$ cat config.mk
export PLATFORM = sky130hd
export DESIGN_NAME = tal_alert
export DESIGN_NICKNAME = d
export VERILOG_FILES = /design/src/pkg/tal_pkg.sv /design/src/rtl/tal_alert.sv
export SDC_FILE = /design/constraint.sdc
export NUM_CORES = 1
export LEC_CHECK = 0
export BUFFER_PORTS_ARGS = -buffer_cell sky130_fd_sc_hd__buf_2
export CAP_MARGIN = 20
export CORE_UTILIZATION = 29
export CTS_CLUSTER_SIZE = 20
export DETAILED_ROUTE_END_ITERATION = 12
export PLACE_DENSITY = 0.53
export SYNTH_ARGS = -nofsm -noshare
export SYNTH_HDL_FRONTEND = slang
export SYNTH_SLANG_ARGS = --single-unit
$ cat constraint.sdc
create_clock -name core_clk -period 3.5 [get_ports core_clk]
set_clock_uncertainty 0.05 [all_clocks]
set_input_delay 1.05 -clock core_clk [delete_from_list [all_inputs] [get_ports core_clk]]
set_output_delay 1.05 -clock core_clk [all_outputs]
set_load 0.005 [all_outputs]
$ cat src/pkg/tal_pkg.sv
// Constants and carrier types of the thermal alert logic.
// Assumes one 100 MHz core clock; conversion pins come from another domain.
package tal_pkg;

    // Register offsets on the register port
    localparam logic [7:0] OFS_LOCAL_READING  = 8'h00;
    localparam logic [7:0] OFS_CONFIG         = 8'h01;
    localparam logic [7:0] OFS_LOCAL_LOW      = 8'h02;
    localparam logic [7:0] OFS_LOCAL_HIGH     = 8'h03;
    localparam logic [7:0] OFS_REMOTE_READING = 8'h10;
    localparam logic [7:0] OFS_REMOTE_LOW     = 8'h12;
    localparam logic [7:0] OFS_REMOTE_HIGH    = 8'h13;
    localparam logic [7:0] OFS_OT_RELEASE     = 8'h22;
    localparam logic [7:0] OFS_OT_LIMIT       = 8'h23;

    // Power-on values, diode-fault full-scale reading and unmapped read data
    localparam logic [7:0] RST_READING     = 8'h00;
    localparam logic [7:0] RST_CONFIG      = 8'h00;
    localparam logic [7:0] RST_LOCAL_LOW   = 8'h4C;
    localparam logic [7:0] RST_LOCAL_HIGH  = 8'h51;
    localparam logic [7:0] RST_REMOTE_LOW  = 8'h5C;
    localparam logic [7:0] RST_REMOTE_HIGH = 8'h61;
    localparam logic [7:0] RST_OT_RELEASE  = 8'h5C;
    localparam logic [7:0] RST_OT_LIMIT    = 8'h61;
    localparam logic [7:0] FULL_SCALE      = 8'h7F;
    localparam logic [7:0] UNMAPPED_DATA   = 8'h00;

    // Configuration field positions
    localparam int CFG_SLEEP       = 0;
    localparam int CFG_MODE        = 1;
    localparam int CFG_MASK        = 2;
    localparam int CFG_DEPTH_LO    = 3;
    localparam int CFG_DEPTH_HI    = 4;
    localparam int CFG_OT_FLAG     = 5;
    localparam int CFG_REMOTE_FLAG = 6;
    localparam int CFG_LOCAL_FLAG  = 7;

    // Consecutive-conversion counts per depth code
    localparam int          CNT_W   = 3;
    localparam logic [2:0]  DEPTH_0 = 3'h1;
    localparam logic [2:0]  DEPTH_1 = 3'h2;
    localparam logic [2:0]  DEPTH_2 = 3'h4;
    localparam logic [2:0]  DEPTH_3 = 3'h6;

    // Conversion pins from the converter
    typedef struct packed {
        logic       clk;
        logic       zone;
        logic       fault;
        logic [7:0] data;
    } tal_conv_s;

    // Register port request
    typedef struct packed {
        logic [7:0] addr;
        logic [7:0] wdata;
        logic       wr;
        logic       rd;
    } tal_req_s;

    typedef enum logic [0:0] {
        TAL_ZONE_LOCAL  = 1'b0,
        TAL_ZONE_REMOTE = 1'b1
    } tal_zone_e;

endpackage

$ cat src/rtl/tal_alert.sv
// Event detection, filtering and alert pins of a two-zone thermal supervisor.
// Assumes converter pins arrive asynchronously and are captured on convClk rise;
// the register port is driven from core_clk logic.
//
// Notes on behaviour
// - Sleep bit set stops conversions; clearing it resumes them.
// - All registers stay readable, and limit and control registers writable, during sleep.
// - Comparator mode: sleep entry leaves alert pin as it was.
// - Interrupt mode: sleep entry releases alert, clears local/remote flags.
// - Sleep entry never changes overtemp pin or its flag.
// - No events during sleep; diode faults seen only after a conversion.
// - Depth field 00/01/10/11 selects 1/2/4/6 conversions, default 00.
// - Threshold condition valid only after the selected consecutive count.
// - Local, remote and overtemp filters are independent.
// - Validated high events, and low events in interrupt mode, set status flags whatever the mask.
// - Alert pin driven only while mask bit is zero.
// - Interrupt mode: any register read releases alert.
// - Reading configuration clears local and remote flags.
// - After high event wait for low, after low wait for high.
// - Conversions continue while alert is pending.
// - Overtemp pin set above limit, released below release; flag mirrors pin.
// - Overtemp ignores mode and mask.
// - Polling host sets mask; alert then never sinks.
// - Repeated events leave a flag set, no counting.
// - Diode fault forces full scale remote reading, tripping remote events.
// - Readings and limits are 8-bit two's complement degrees.
// - Mode bit 1 selects latched interrupt, 0 comparator.
// - Comparator: a zone's flag clears when its reading falls below its low limit; alert clears once neither zone is still high.
`timescale 1ns/1ps
`default_nettype none

module tal_alert (
    // Clock and reset
    input  wire logic              core_clk,
    input  wire logic              reset_n,
    // Register port
    input  wire tal_pkg::tal_req_s regReq,
    output logic [7:0]             regRdData,
    // Converter pins
    input  wire tal_pkg::tal_conv_s convPins,
    output logic                   convEnable,
    // Open-drain alert pin
    output logic                   alertOut,
    output logic                   alertOe,
    // Open-drain overtemp pin
    output logic                   overtempOut,
    output logic                   overtempOe
);

    // Synchronised converter pins
    tal_pkg::tal_conv_s convSync1_ff;
    tal_pkg::tal_conv_s convSync2_ff;
    logic               convClkPrev_ff;

    // Register file
    logic [7:0] localReading_ff;
    logic [7:0] remoteReading_ff;
    logic [7:0] localLowLimit_ff;
    logic [7:0] localHighLimit_ff;
    logic [7:0] remoteLowLimit_ff;
    logic [7:0] remoteHighLimit_ff;
    logic [7:0] otReleaseLimit_ff;
    logic [7:0] otLimit_ff;
    logic [4:0] cfgCtrl_ff;

    // Event state
    logic       sleepPrev_ff;
    logic       localFlag_ff;
    logic       remoteFlag_ff;
    logic       otFlag_ff;
    logic       localLastHigh_ff;
    logic       remoteLastHigh_ff;
    logic       alertPend_ff;
    logic       alertOe_ff;
    logic       convEnable_ff;
    logic       driveLow_ff;
    logic [7:0] regRdData_ff;
    logic [tal_pkg::CNT_W-1:0] filterCnt_ff [6];

    // Control fields
    wire       sleepBit  = cfgCtrl_ff[tal_pkg::CFG_SLEEP];
    wire       modeInt   = cfgCtrl_ff[tal_pkg::CFG_MODE];
    wire       maskBit   = cfgCtrl_ff[tal_pkg::CFG_MASK];
    wire [1:0] depthCode = cfgCtrl_ff[tal_pkg::CFG_DEPTH_HI:tal_pkg::CFG_DEPTH_LO];
    wire       sleepEnter = sleepBit & ~sleepPrev_ff;

    // Depth code to consecutive count
    wire [tal_pkg::CNT_W-1:0] depthCount =
        (depthCode == 2'b00) ? tal_pkg::DEPTH_0 :
        (depthCode == 2'b01) ? tal_pkg::DEPTH_1 :
        (depthCode == 2'b10) ? tal_pkg::DEPTH_2 : tal_pkg::DEPTH_3;

    // Conversion capture on rising converter clock, gated by sleep
    wire convRise = convSync2_ff.clk & ~convClkPrev_ff;
    wire convDone = convRise & ~sleepBit;
    wire zoneRemote = (convSync2_ff.zone == tal_pkg::TAL_ZONE_REMOTE);
    wire localDone  = convDone & ~zoneRemote;
    wire remoteDone = convDone & zoneRemote;
    wire [7:0] newReading = convSync2_ff.fault ? tal_pkg::FULL_SCALE
                                               : convSync2_ff.data;

    // Signed threshold conditions on the new reading
    wire [5:0] cond;
    assign cond[0] = $signed(newReading) > $signed(localHighLimit_ff);
    assign cond[1] = $signed(newReading) < $signed(localLowLimit_ff);
    assign cond[2] = $signed(newReading) > $signed(remoteHighLimit_ff);
    assign cond[3] = $signed(newReading) < $signed(remoteLowLimit_ff);
    assign cond[4] = $signed(newReading) > $signed(otLimit_ff);
    assign cond[5] = $signed(newReading) < $signed(otReleaseLimit_ff);

    // Per-condition filters: local pair, remote pair, overtemp pair
    logic [5:0] valid;
    genvar gi;
    generate
        for (gi = 0; gi < 6; gi++) begin : g_filter
            wire step = (gi < 2) ? localDone : remoteDone;
            wire [tal_pkg::CNT_W-1:0] cntInc = filterCnt_ff[gi] + 3'h1;
            wire atDepth = (cntInc >= depthCount);
            wire [tal_pkg::CNT_W-1:0] nxt_cnt =
                !step     ? filterCnt_ff[gi] :
                !cond[gi] ? '0 :
                atDepth   ? depthCount : cntInc;
            assign valid[gi] = step & cond[gi] & atDepth;
            always_ff @(posedge core_clk) begin
                if (!reset_n) begin
                    filterCnt_ff[gi] <= '0;
                end else begin
                    filterCnt_ff[gi] <= nxt_cnt;
                end
            end
        end
    endgenerate

    // Zone events with high/low alternation
    wire localHiEv  = valid[0] & ~localLastHigh_ff;
    wire localLoEv  = valid[1] &  localLastHigh_ff;
    wire remoteHiEv = valid[2] & ~remoteLastHigh_ff;
    wire remoteLoEv = valid[3] &  remoteLastHigh_ff;
    wire anyEvent   = localHiEv | localLoEv | remoteHiEv | remoteLoEv;
    wire nxt_localLastHigh  = localHiEv  | (localLastHigh_ff  & ~localLoEv);
    wire nxt_remoteLastHigh = remoteHiEv | (remoteLastHigh_ff & ~remoteLoEv);

    // Register decode
    wire cfgRead  = regReq.rd & (regReq.addr == tal_pkg::OFS_CONFIG);
    wire wrConfig = regReq.wr & (regReq.addr == tal_pkg::OFS_CONFIG);
    wire wrLocLo  = regReq.wr & (regReq.addr == tal_pkg::OFS_LOCAL_LOW);
    wire wrLocHi  = regReq.wr & (regReq.addr == tal_pkg::OFS_LOCAL_HIGH);
    wire wrRemLo  = regReq.wr & (regReq.addr == tal_pkg::OFS_REMOTE_LOW);
    wire wrRemHi  = regReq.wr & (regReq.addr == tal_pkg::OFS_REMOTE_HIGH);
    wire wrOtRel  = regReq.wr & (regReq.addr == tal_pkg::OFS_OT_RELEASE);
    wire wrOtLim  = regReq.wr & (regReq.addr == tal_pkg::OFS_OT_LIMIT);

    // Status flags: set wins over clear
    wire localSet  = localHiEv  | (modeInt & localLoEv);
    wire remoteSet = remoteHiEv | (modeInt & remoteLoEv);
    wire localClr  = cfgRead | (~modeInt & localLoEv)  | (modeInt & sleepEnter);
    wire remoteClr = cfgRead | (~modeInt & remoteLoEv) | (modeInt & sleepEnter);
    wire nxt_localFlag  = localSet  | (localFlag_ff  & ~localClr);
    wire nxt_remoteFlag = remoteSet | (remoteFlag_ff & ~remoteClr);

    // Overtemp level, untouched by mode, mask and sleep
    wire nxt_otFlag = valid[4] | (otFlag_ff & ~valid[5]);

    // Latched alert request: events set, any read or sleep entry clears
    wire nxt_alertPend = anyEvent | (alertPend_ff & ~(regReq.rd | sleepEnter));
    wire cmpLevel      = nxt_localLastHigh | nxt_remoteLastHigh;
    wire nxt_alertOe   = ~maskBit & (modeInt ? (nxt_alertPend & ~sleepEnter)
                                              : cmpLevel);

    // Read data selection
    wire [7:0] cfgValue = {localFlag_ff, remoteFlag_ff, otFlag_ff, cfgCtrl_ff};
    logic [7:0] nxt_regRdData;
    always_comb begin
        unique case (regReq.addr)
            tal_pkg::OFS_LOCAL_READING:  nxt_regRdData = localReading_ff;
            tal_pkg::OFS_CONFIG:         nxt_regRdData = cfgValue;
            tal_pkg::OFS_LOCAL_LOW:      nxt_regRdData = localLowLimit_ff;
            tal_pkg::OFS_LOCAL_HIGH:     nxt_regRdData = localHighLimit_ff;
            tal_pkg::OFS_REMOTE_READING: nxt_regRdData = remoteReading_ff;
            tal_pkg::OFS_REMOTE_LOW:     nxt_regRdData = remoteLowLimit_ff;
            tal_pkg::OFS_REMOTE_HIGH:    nxt_regRdData = remoteHighLimit_ff;
            tal_pkg::OFS_OT_RELEASE:     nxt_regRdData = otReleaseLimit_ff;
            tal_pkg::OFS_OT_LIMIT:       nxt_regRdData = otLimit_ff;
            default:                     nxt_regRdData = tal_pkg::UNMAPPED_DATA;
        endcase
    end

    // Two-flop synchroniser and edge memory for converter pins
    always_ff @(posedge core_clk) begin
        if (!reset_n) begin
            convSync1_ff   <= '0;
            convSync2_ff   <= '0;
            convClkPrev_ff <= 1'b0;
        end else begin
            convSync1_ff   <= convPins;
            convSync2_ff   <= convSync1_ff;
            convClkPrev_ff <= convSync2_ff.clk;
        end
    end

    // Reading registers
    always_ff @(posedge core_clk) begin
        if (!reset_n) begin
            localReading_ff  <= tal_pkg::RST_READING;
            remoteReading_ff <= tal_pkg::RST_READING;
        end else begin
            if (localDone) localReading_ff <= newReading;
            if (remoteDone) remoteReading_ff <= newReading;
        end
    end

    // Limit and control registers, writable in any state
    always_ff @(posedge core_clk) begin
        if (!reset_n) begin
            localLowLimit_ff   <= tal_pkg::RST_LOCAL_LOW;
            localHighLimit_ff  <= tal_pkg::RST_LOCAL_HIGH;
            remoteLowLimit_ff  <= tal_pkg::RST_REMOTE_LOW;
            remoteHighLimit_ff <= tal_pkg::RST_REMOTE_HIGH;
            otReleaseLimit_ff  <= tal_pkg::RST_OT_RELEASE;
            otLimit_ff         <= tal_pkg::RST_OT_LIMIT;
            cfgCtrl_ff         <= tal_pkg::RST_CONFIG[4:0];
        end else begin
            if (wrLocLo) localLowLimit_ff <= regReq.wdata;
            if (wrLocHi) localHighLimit_ff <= regReq.wdata;
            if (wrRemLo) remoteLowLimit_ff <= regReq.wdata;
            if (wrRemHi) remoteHighLimit_ff <= regReq.wdata;
            if (wrOtRel) otReleaseLimit_ff <= regReq.wdata;
            if (wrOtLim) otLimit_ff <= regReq.wdata;
            if (wrConfig) cfgCtrl_ff <= regReq.wdata[4:0];
        end
    end

    // Event state and flags
    always_ff @(posedge core_clk) begin
        if (!reset_n) begin
            sleepPrev_ff      <= 1'b0;
            localFlag_ff      <= 1'b0;
            remoteFlag_ff     <= 1'b0;
            otFlag_ff         <= 1'b0;
            localLastHigh_ff  <= 1'b0;
            remoteLastHigh_ff <= 1'b0;
            alertPend_ff      <= 1'b0;
        end else begin
            sleepPrev_ff      <= sleepBit;
            localFlag_ff      <= nxt_localFlag;
            remoteFlag_ff     <= nxt_remoteFlag;
            otFlag_ff         <= nxt_otFlag;
            localLastHigh_ff  <= nxt_localLastHigh;
            remoteLastHigh_ff <= nxt_remoteLastHigh;
            alertPend_ff      <= nxt_alertPend;
        end
    end

    // Output flops
    always_ff @(posedge core_clk) begin
        if (!reset_n) begin
            alertOe_ff    <= 1'b0;
            convEnable_ff <= 1'b0;
            driveLow_ff   <= 1'b0;
            regRdData_ff  <= '0;
        end else begin
            alertOe_ff    <= nxt_alertOe;
            convEnable_ff <= ~sleepBit;
            driveLow_ff   <= 1'b0;
            regRdData_ff  <= regReq.rd ? nxt_regRdData : '0;
        end
    end

    // Port drive: open-drain pins only ever pull low
    assign regRdData   = regRdData_ff;
    assign convEnable  = convEnable_ff;
    assign alertOut    = driveLow_ff;
    assign alertOe     = alertOe_ff;
    assign overtempOut = driveLow_ff;
    assign overtempOe  = otFlag_ff;
endmodule

`default_nettype wire

==> results.md <==
* Outcome: finished clean
* Setup TNS at 0 ns
* Asr flop ratio synth at 0%
* Die width at ~160 um
* Detailed Routing Iterations Pass 1 at 5
* Routed wire per std cell at ~18 um
* Crit. End Element: flop
* Largest reg by FF count: filterCnt_ff
* Placer Congestion at approximately 0.9
* Seq/Total Area, Yosys at a little over a third
* Delay-heaviest family, CP: compound AO/OA/AOI/OAI gates
* Area leader, netlist: dfxtp_1
* ANT nets after route at 0
* Slew Viols, Final at 0
* Max FFs per register at 18
* Critical path class: flop to flop
* Core Rows at 56
* Via count at slightly above 6,000
* Post-CTS Hold Buffers at 0
* Gr ovfl total at 0
* DRC at 0
* Die area at between 20,000 and 25,000 sq um
* # fillers at 2,507
* Worst path slowest cell: a2111oi_1
* Root Buffer: clkbuf_16
* Initial Utilization at between 20% and 30%
* Worst Hold Class: flop to flop
* Initial antenna violation count at 1
* EDFF count, synth at 0
* DR vias/cell at around 5.0
* Core Area at 23,700 sq um
* Fin nets at slightly below 1,000
* Pwr Density at about 420 nW/um^2
* Number of synthesized register bits at ~130
* Yosys warning total at 0
* Synth top area share at 36.1%
* Worst path bufs/invs at 1
* Share of cells above drive strength 1 at 15.1%
* Detailed placer's ending HPWL at between 15,000 and 20,000 um
* Avg Cell Area, Syn at roughly 8.5 sq um
* Clk_lat worst skew at around 0.42 ns
* Leakage at between 3 and 4 nW
* Crit-path max FO at 6
* Post-CTS sizing at 0
* Minimum clock period at slightly below 3 ns
* Worst path max stage delay at 0.71 ns
* Maximum clock rate at between 300 and 400 MHz
* CTS tree: done
* H-tree levels at 4
* Maxcap violations at 0
* Setup violators final at 0
* Largest regs: filterCnt_ff x18, convSync1_ff x11, convSync2_ff x10
* I/O Buffers at 41
* Critical-path cell list: nor2_1, inv_1, ha_1, a211o_1, a21oi_1, a2111oi_1, or4_4, nand4_1, o2111a_1
* Detailed Route Iter0 Violations at ~490
* IO Count at 44
* Largest cells by area after synthesis: dfxtp_1 (36%), ha_1 (12%), nand3_1 (6.2%), nand2_1 (6.0%), a21boi_0 (3.6%)
* Clock sinks at around 130
* Power, Total at roughly 0.0034 W
* Crit start category: flop
* CTS max path bufs at 2
* Area delta synth->final at 17.0%
* Worst slew margin at around two fifths
* Post-CTS Setup Repair Bufs at 0
* Distinct cells, synth at between 60 and 70
* WHS at 0.381 ns
* Main synth FF type: dfxtp_1
* Synthesized instance count at a little over 800
* Final Hold Viols at 0
* ANT cells at 0
* DIE HEIGHT at about 160 um
* CTS Buf Count at 17
* Worst VDD drop at 0.276 mV
* Arrival time of the worst setup path at 3.17 ns
* CP required at around 3.8 ns
* Worst Tran Pin Value at just over 0.9 ns
* Largest net degree at the start of global routing at between 80 and 90
* RSZ-0062 raised after global routing: no
* Final period util at a little over four fifths
* Vias in the first global route at 5,775
* All-Layer GR Usage at a little under a fifth
* Global-route wire length before repair at around 33,000 um
* Clock Pin Slew Worst Setup and Hold Paths at 0.06 ns
* Mapped Area at 7050 sq um
* Total wire length at between 20,000 and 25,000 um
==> cells in the mapped netlist, types with 3 or more instances <==
| master | count |
|---|---|
| o21ai_0 | 27 |
| o22ai_1 | 4 |
| dfxtp_1 | 127 |
| clkbuf_1 | 26 |
| or3b_2 | 4 |
| a221oi_1 | 10 |
| a22o_1 | 6 |
| a22oi_1 | 16 |
| nand2_1 | 112 |
| a21boi_1 | 3 |
| buf_2 | 6 |
| buf_4 | 5 |
| nor2b_1 | 12 |
| buf_6 | 4 |
| nand2b_1 | 8 |
| and2_1 | 33 |
| mux2_2 | 9 |
| a31oi_1 | 7 |
| inv_1 | 65 |
| o211a_1 | 15 |
| a21oi_1 | 23 |
| or4_4 | 3 |
| ha_1 | 66 |
| a211o_1 | 4 |
| mux2i_1 | 8 |
| a21o_1 | 8 |
| nor3_1 | 4 |
| nor2_1 | 26 |
| nor3b_1 | 4 |
| nand4_1 | 3 |
| xor2_1 | 8 |
| nand3_1 | 88 |
| a21boi_0 | 34 |
==> per-layer routing <==
| layer | global-route usage, % | wire [um] | vias to the layer above | share of wire (%) |
|---|---|---|---|---|
| met3 | 4.13 | 1280 | 34 | 5.9 |
| met1 | 23.6 | 9910 | 2841 | 46 |
| met5 | 1.24 | 48 | - | 0.22 |
| li1 | - | - | 3016 | - |
| met4 | 6.10 | 422 | 4 | 1.9 |
| met2 | 29.5 | 9990 | 185 | 46 |
==> layout make-up <==
cell class	instances	area, sq um	share of cell area [%]
multi-input combinational	592	4050	49.1
sequential	127	2540	30.8
timing repair buffer	73	448	5.43
clock buffer	17	425	5.16
tap	319	399	4.84
inverter	65	244	2.96
clock inverter	15	136	1.65
==> cells in the final DEF (no fill, tap or decap), types with 6 or more instances in the layout <==
master     netlist  routed
o21ai_0         27      27
dfxtp_1        127     127
nand3_1         88      88
a22oi_1         16      16
nor2b_1         12      12
a22o_1           6       6
clkbuf_16        0      17
nand2b_1         8       8
nor2_1          26      26
and2_1          33      33
a31oi_1          7       7
nand2_1        112     112
a21boi_0        34      34
inv_1           65      65
ha_1            66      66
mux2i_1          8       8
a21oi_1         23      23
buf_2            6      40
mux2_2           9       9
a221oi_1        10      10
xor2_1           8       8
buf_4            5      33
o211a_1         15      15
a21o_1           8       8
==> worst register-to-register path, cell delays in order (launching register included) <==
cell	delay, ns
dfxtp_1	0.36
nor2_1	0.26
inv_1	0.23
ha_1	0.36
a211o_1	0.12
a21oi_1	0.04
a2111oi_1	0.71
or4_4	0.27
nand4_1	0.11
o2111a_1	0.29
==> cell families (layout without fill, tap and decap cells) <==
logic type,after synthesis,in the layout,synth area share [%]
mux,18,18,2.79
buf+inv,107,170,6.50
xor+xnor,8,8,0.994
compound gates,182,182,18.8
other cells,1,2,0.0532
fa+ha+maj,66,66,11.7
simple gates,316,316,23.1
flops,127,127,36.1
==> power breakdown <==
group / internal [W] / switching, W / leakage, nW / total (W)
combinational: 0.000101 / 0.000153 / 2.36 / 0.000254
sequential: 0.00147 / 0.0000136 / 1.03 / 0.00148
clock: 0.000985 / 0.000721 / 0.272 / 0.00171
total: 0.00255 / 0.000887 / 3.67 / 0.00344
==> stage by stage <==
step / instances / cell area (sq um) / setup slack (ns) / util, %
6_report: 1208 / 8250 / 0.582 / 34.8
5_1_grt: 1208 / 8250 / 0.437 / 34.8
4_1_cts: 1208 / 8250 / 0.624 / 34.8
3_5_place_dp: 1176 / 7690 / 0.418 / 32.5
3_3_place_gp: 1176 / 7690 / 0.424 / 32.5
2_1_floorplan: 826 / 7050 / 0.716 / -
==> path summary, 6_finish.rpt <==
kind,from,to,slack [ns],cells past startpoint
worst max-delay path,convSync2_ff[8]$_SDFF_PN0_,alertOe$_SDFF_PN0_,0.58,9
worst min-delay path,convSync1_ff[5]$_SDFF_PN0_,convSync2_ff[5]$_SDFF_PN0_,0.38,1
worst max register to register,convSync2_ff[8]$_SDFF_PN0_,alertOe$_SDFF_PN0_,0.58,9
worst min register to register,convSync1_ff[5]$_SDFF_PN0_,convSync2_ff[5]$_SDFF_PN0_,0.38,1
Note: power is estimated with default switching activity, not from simulation.
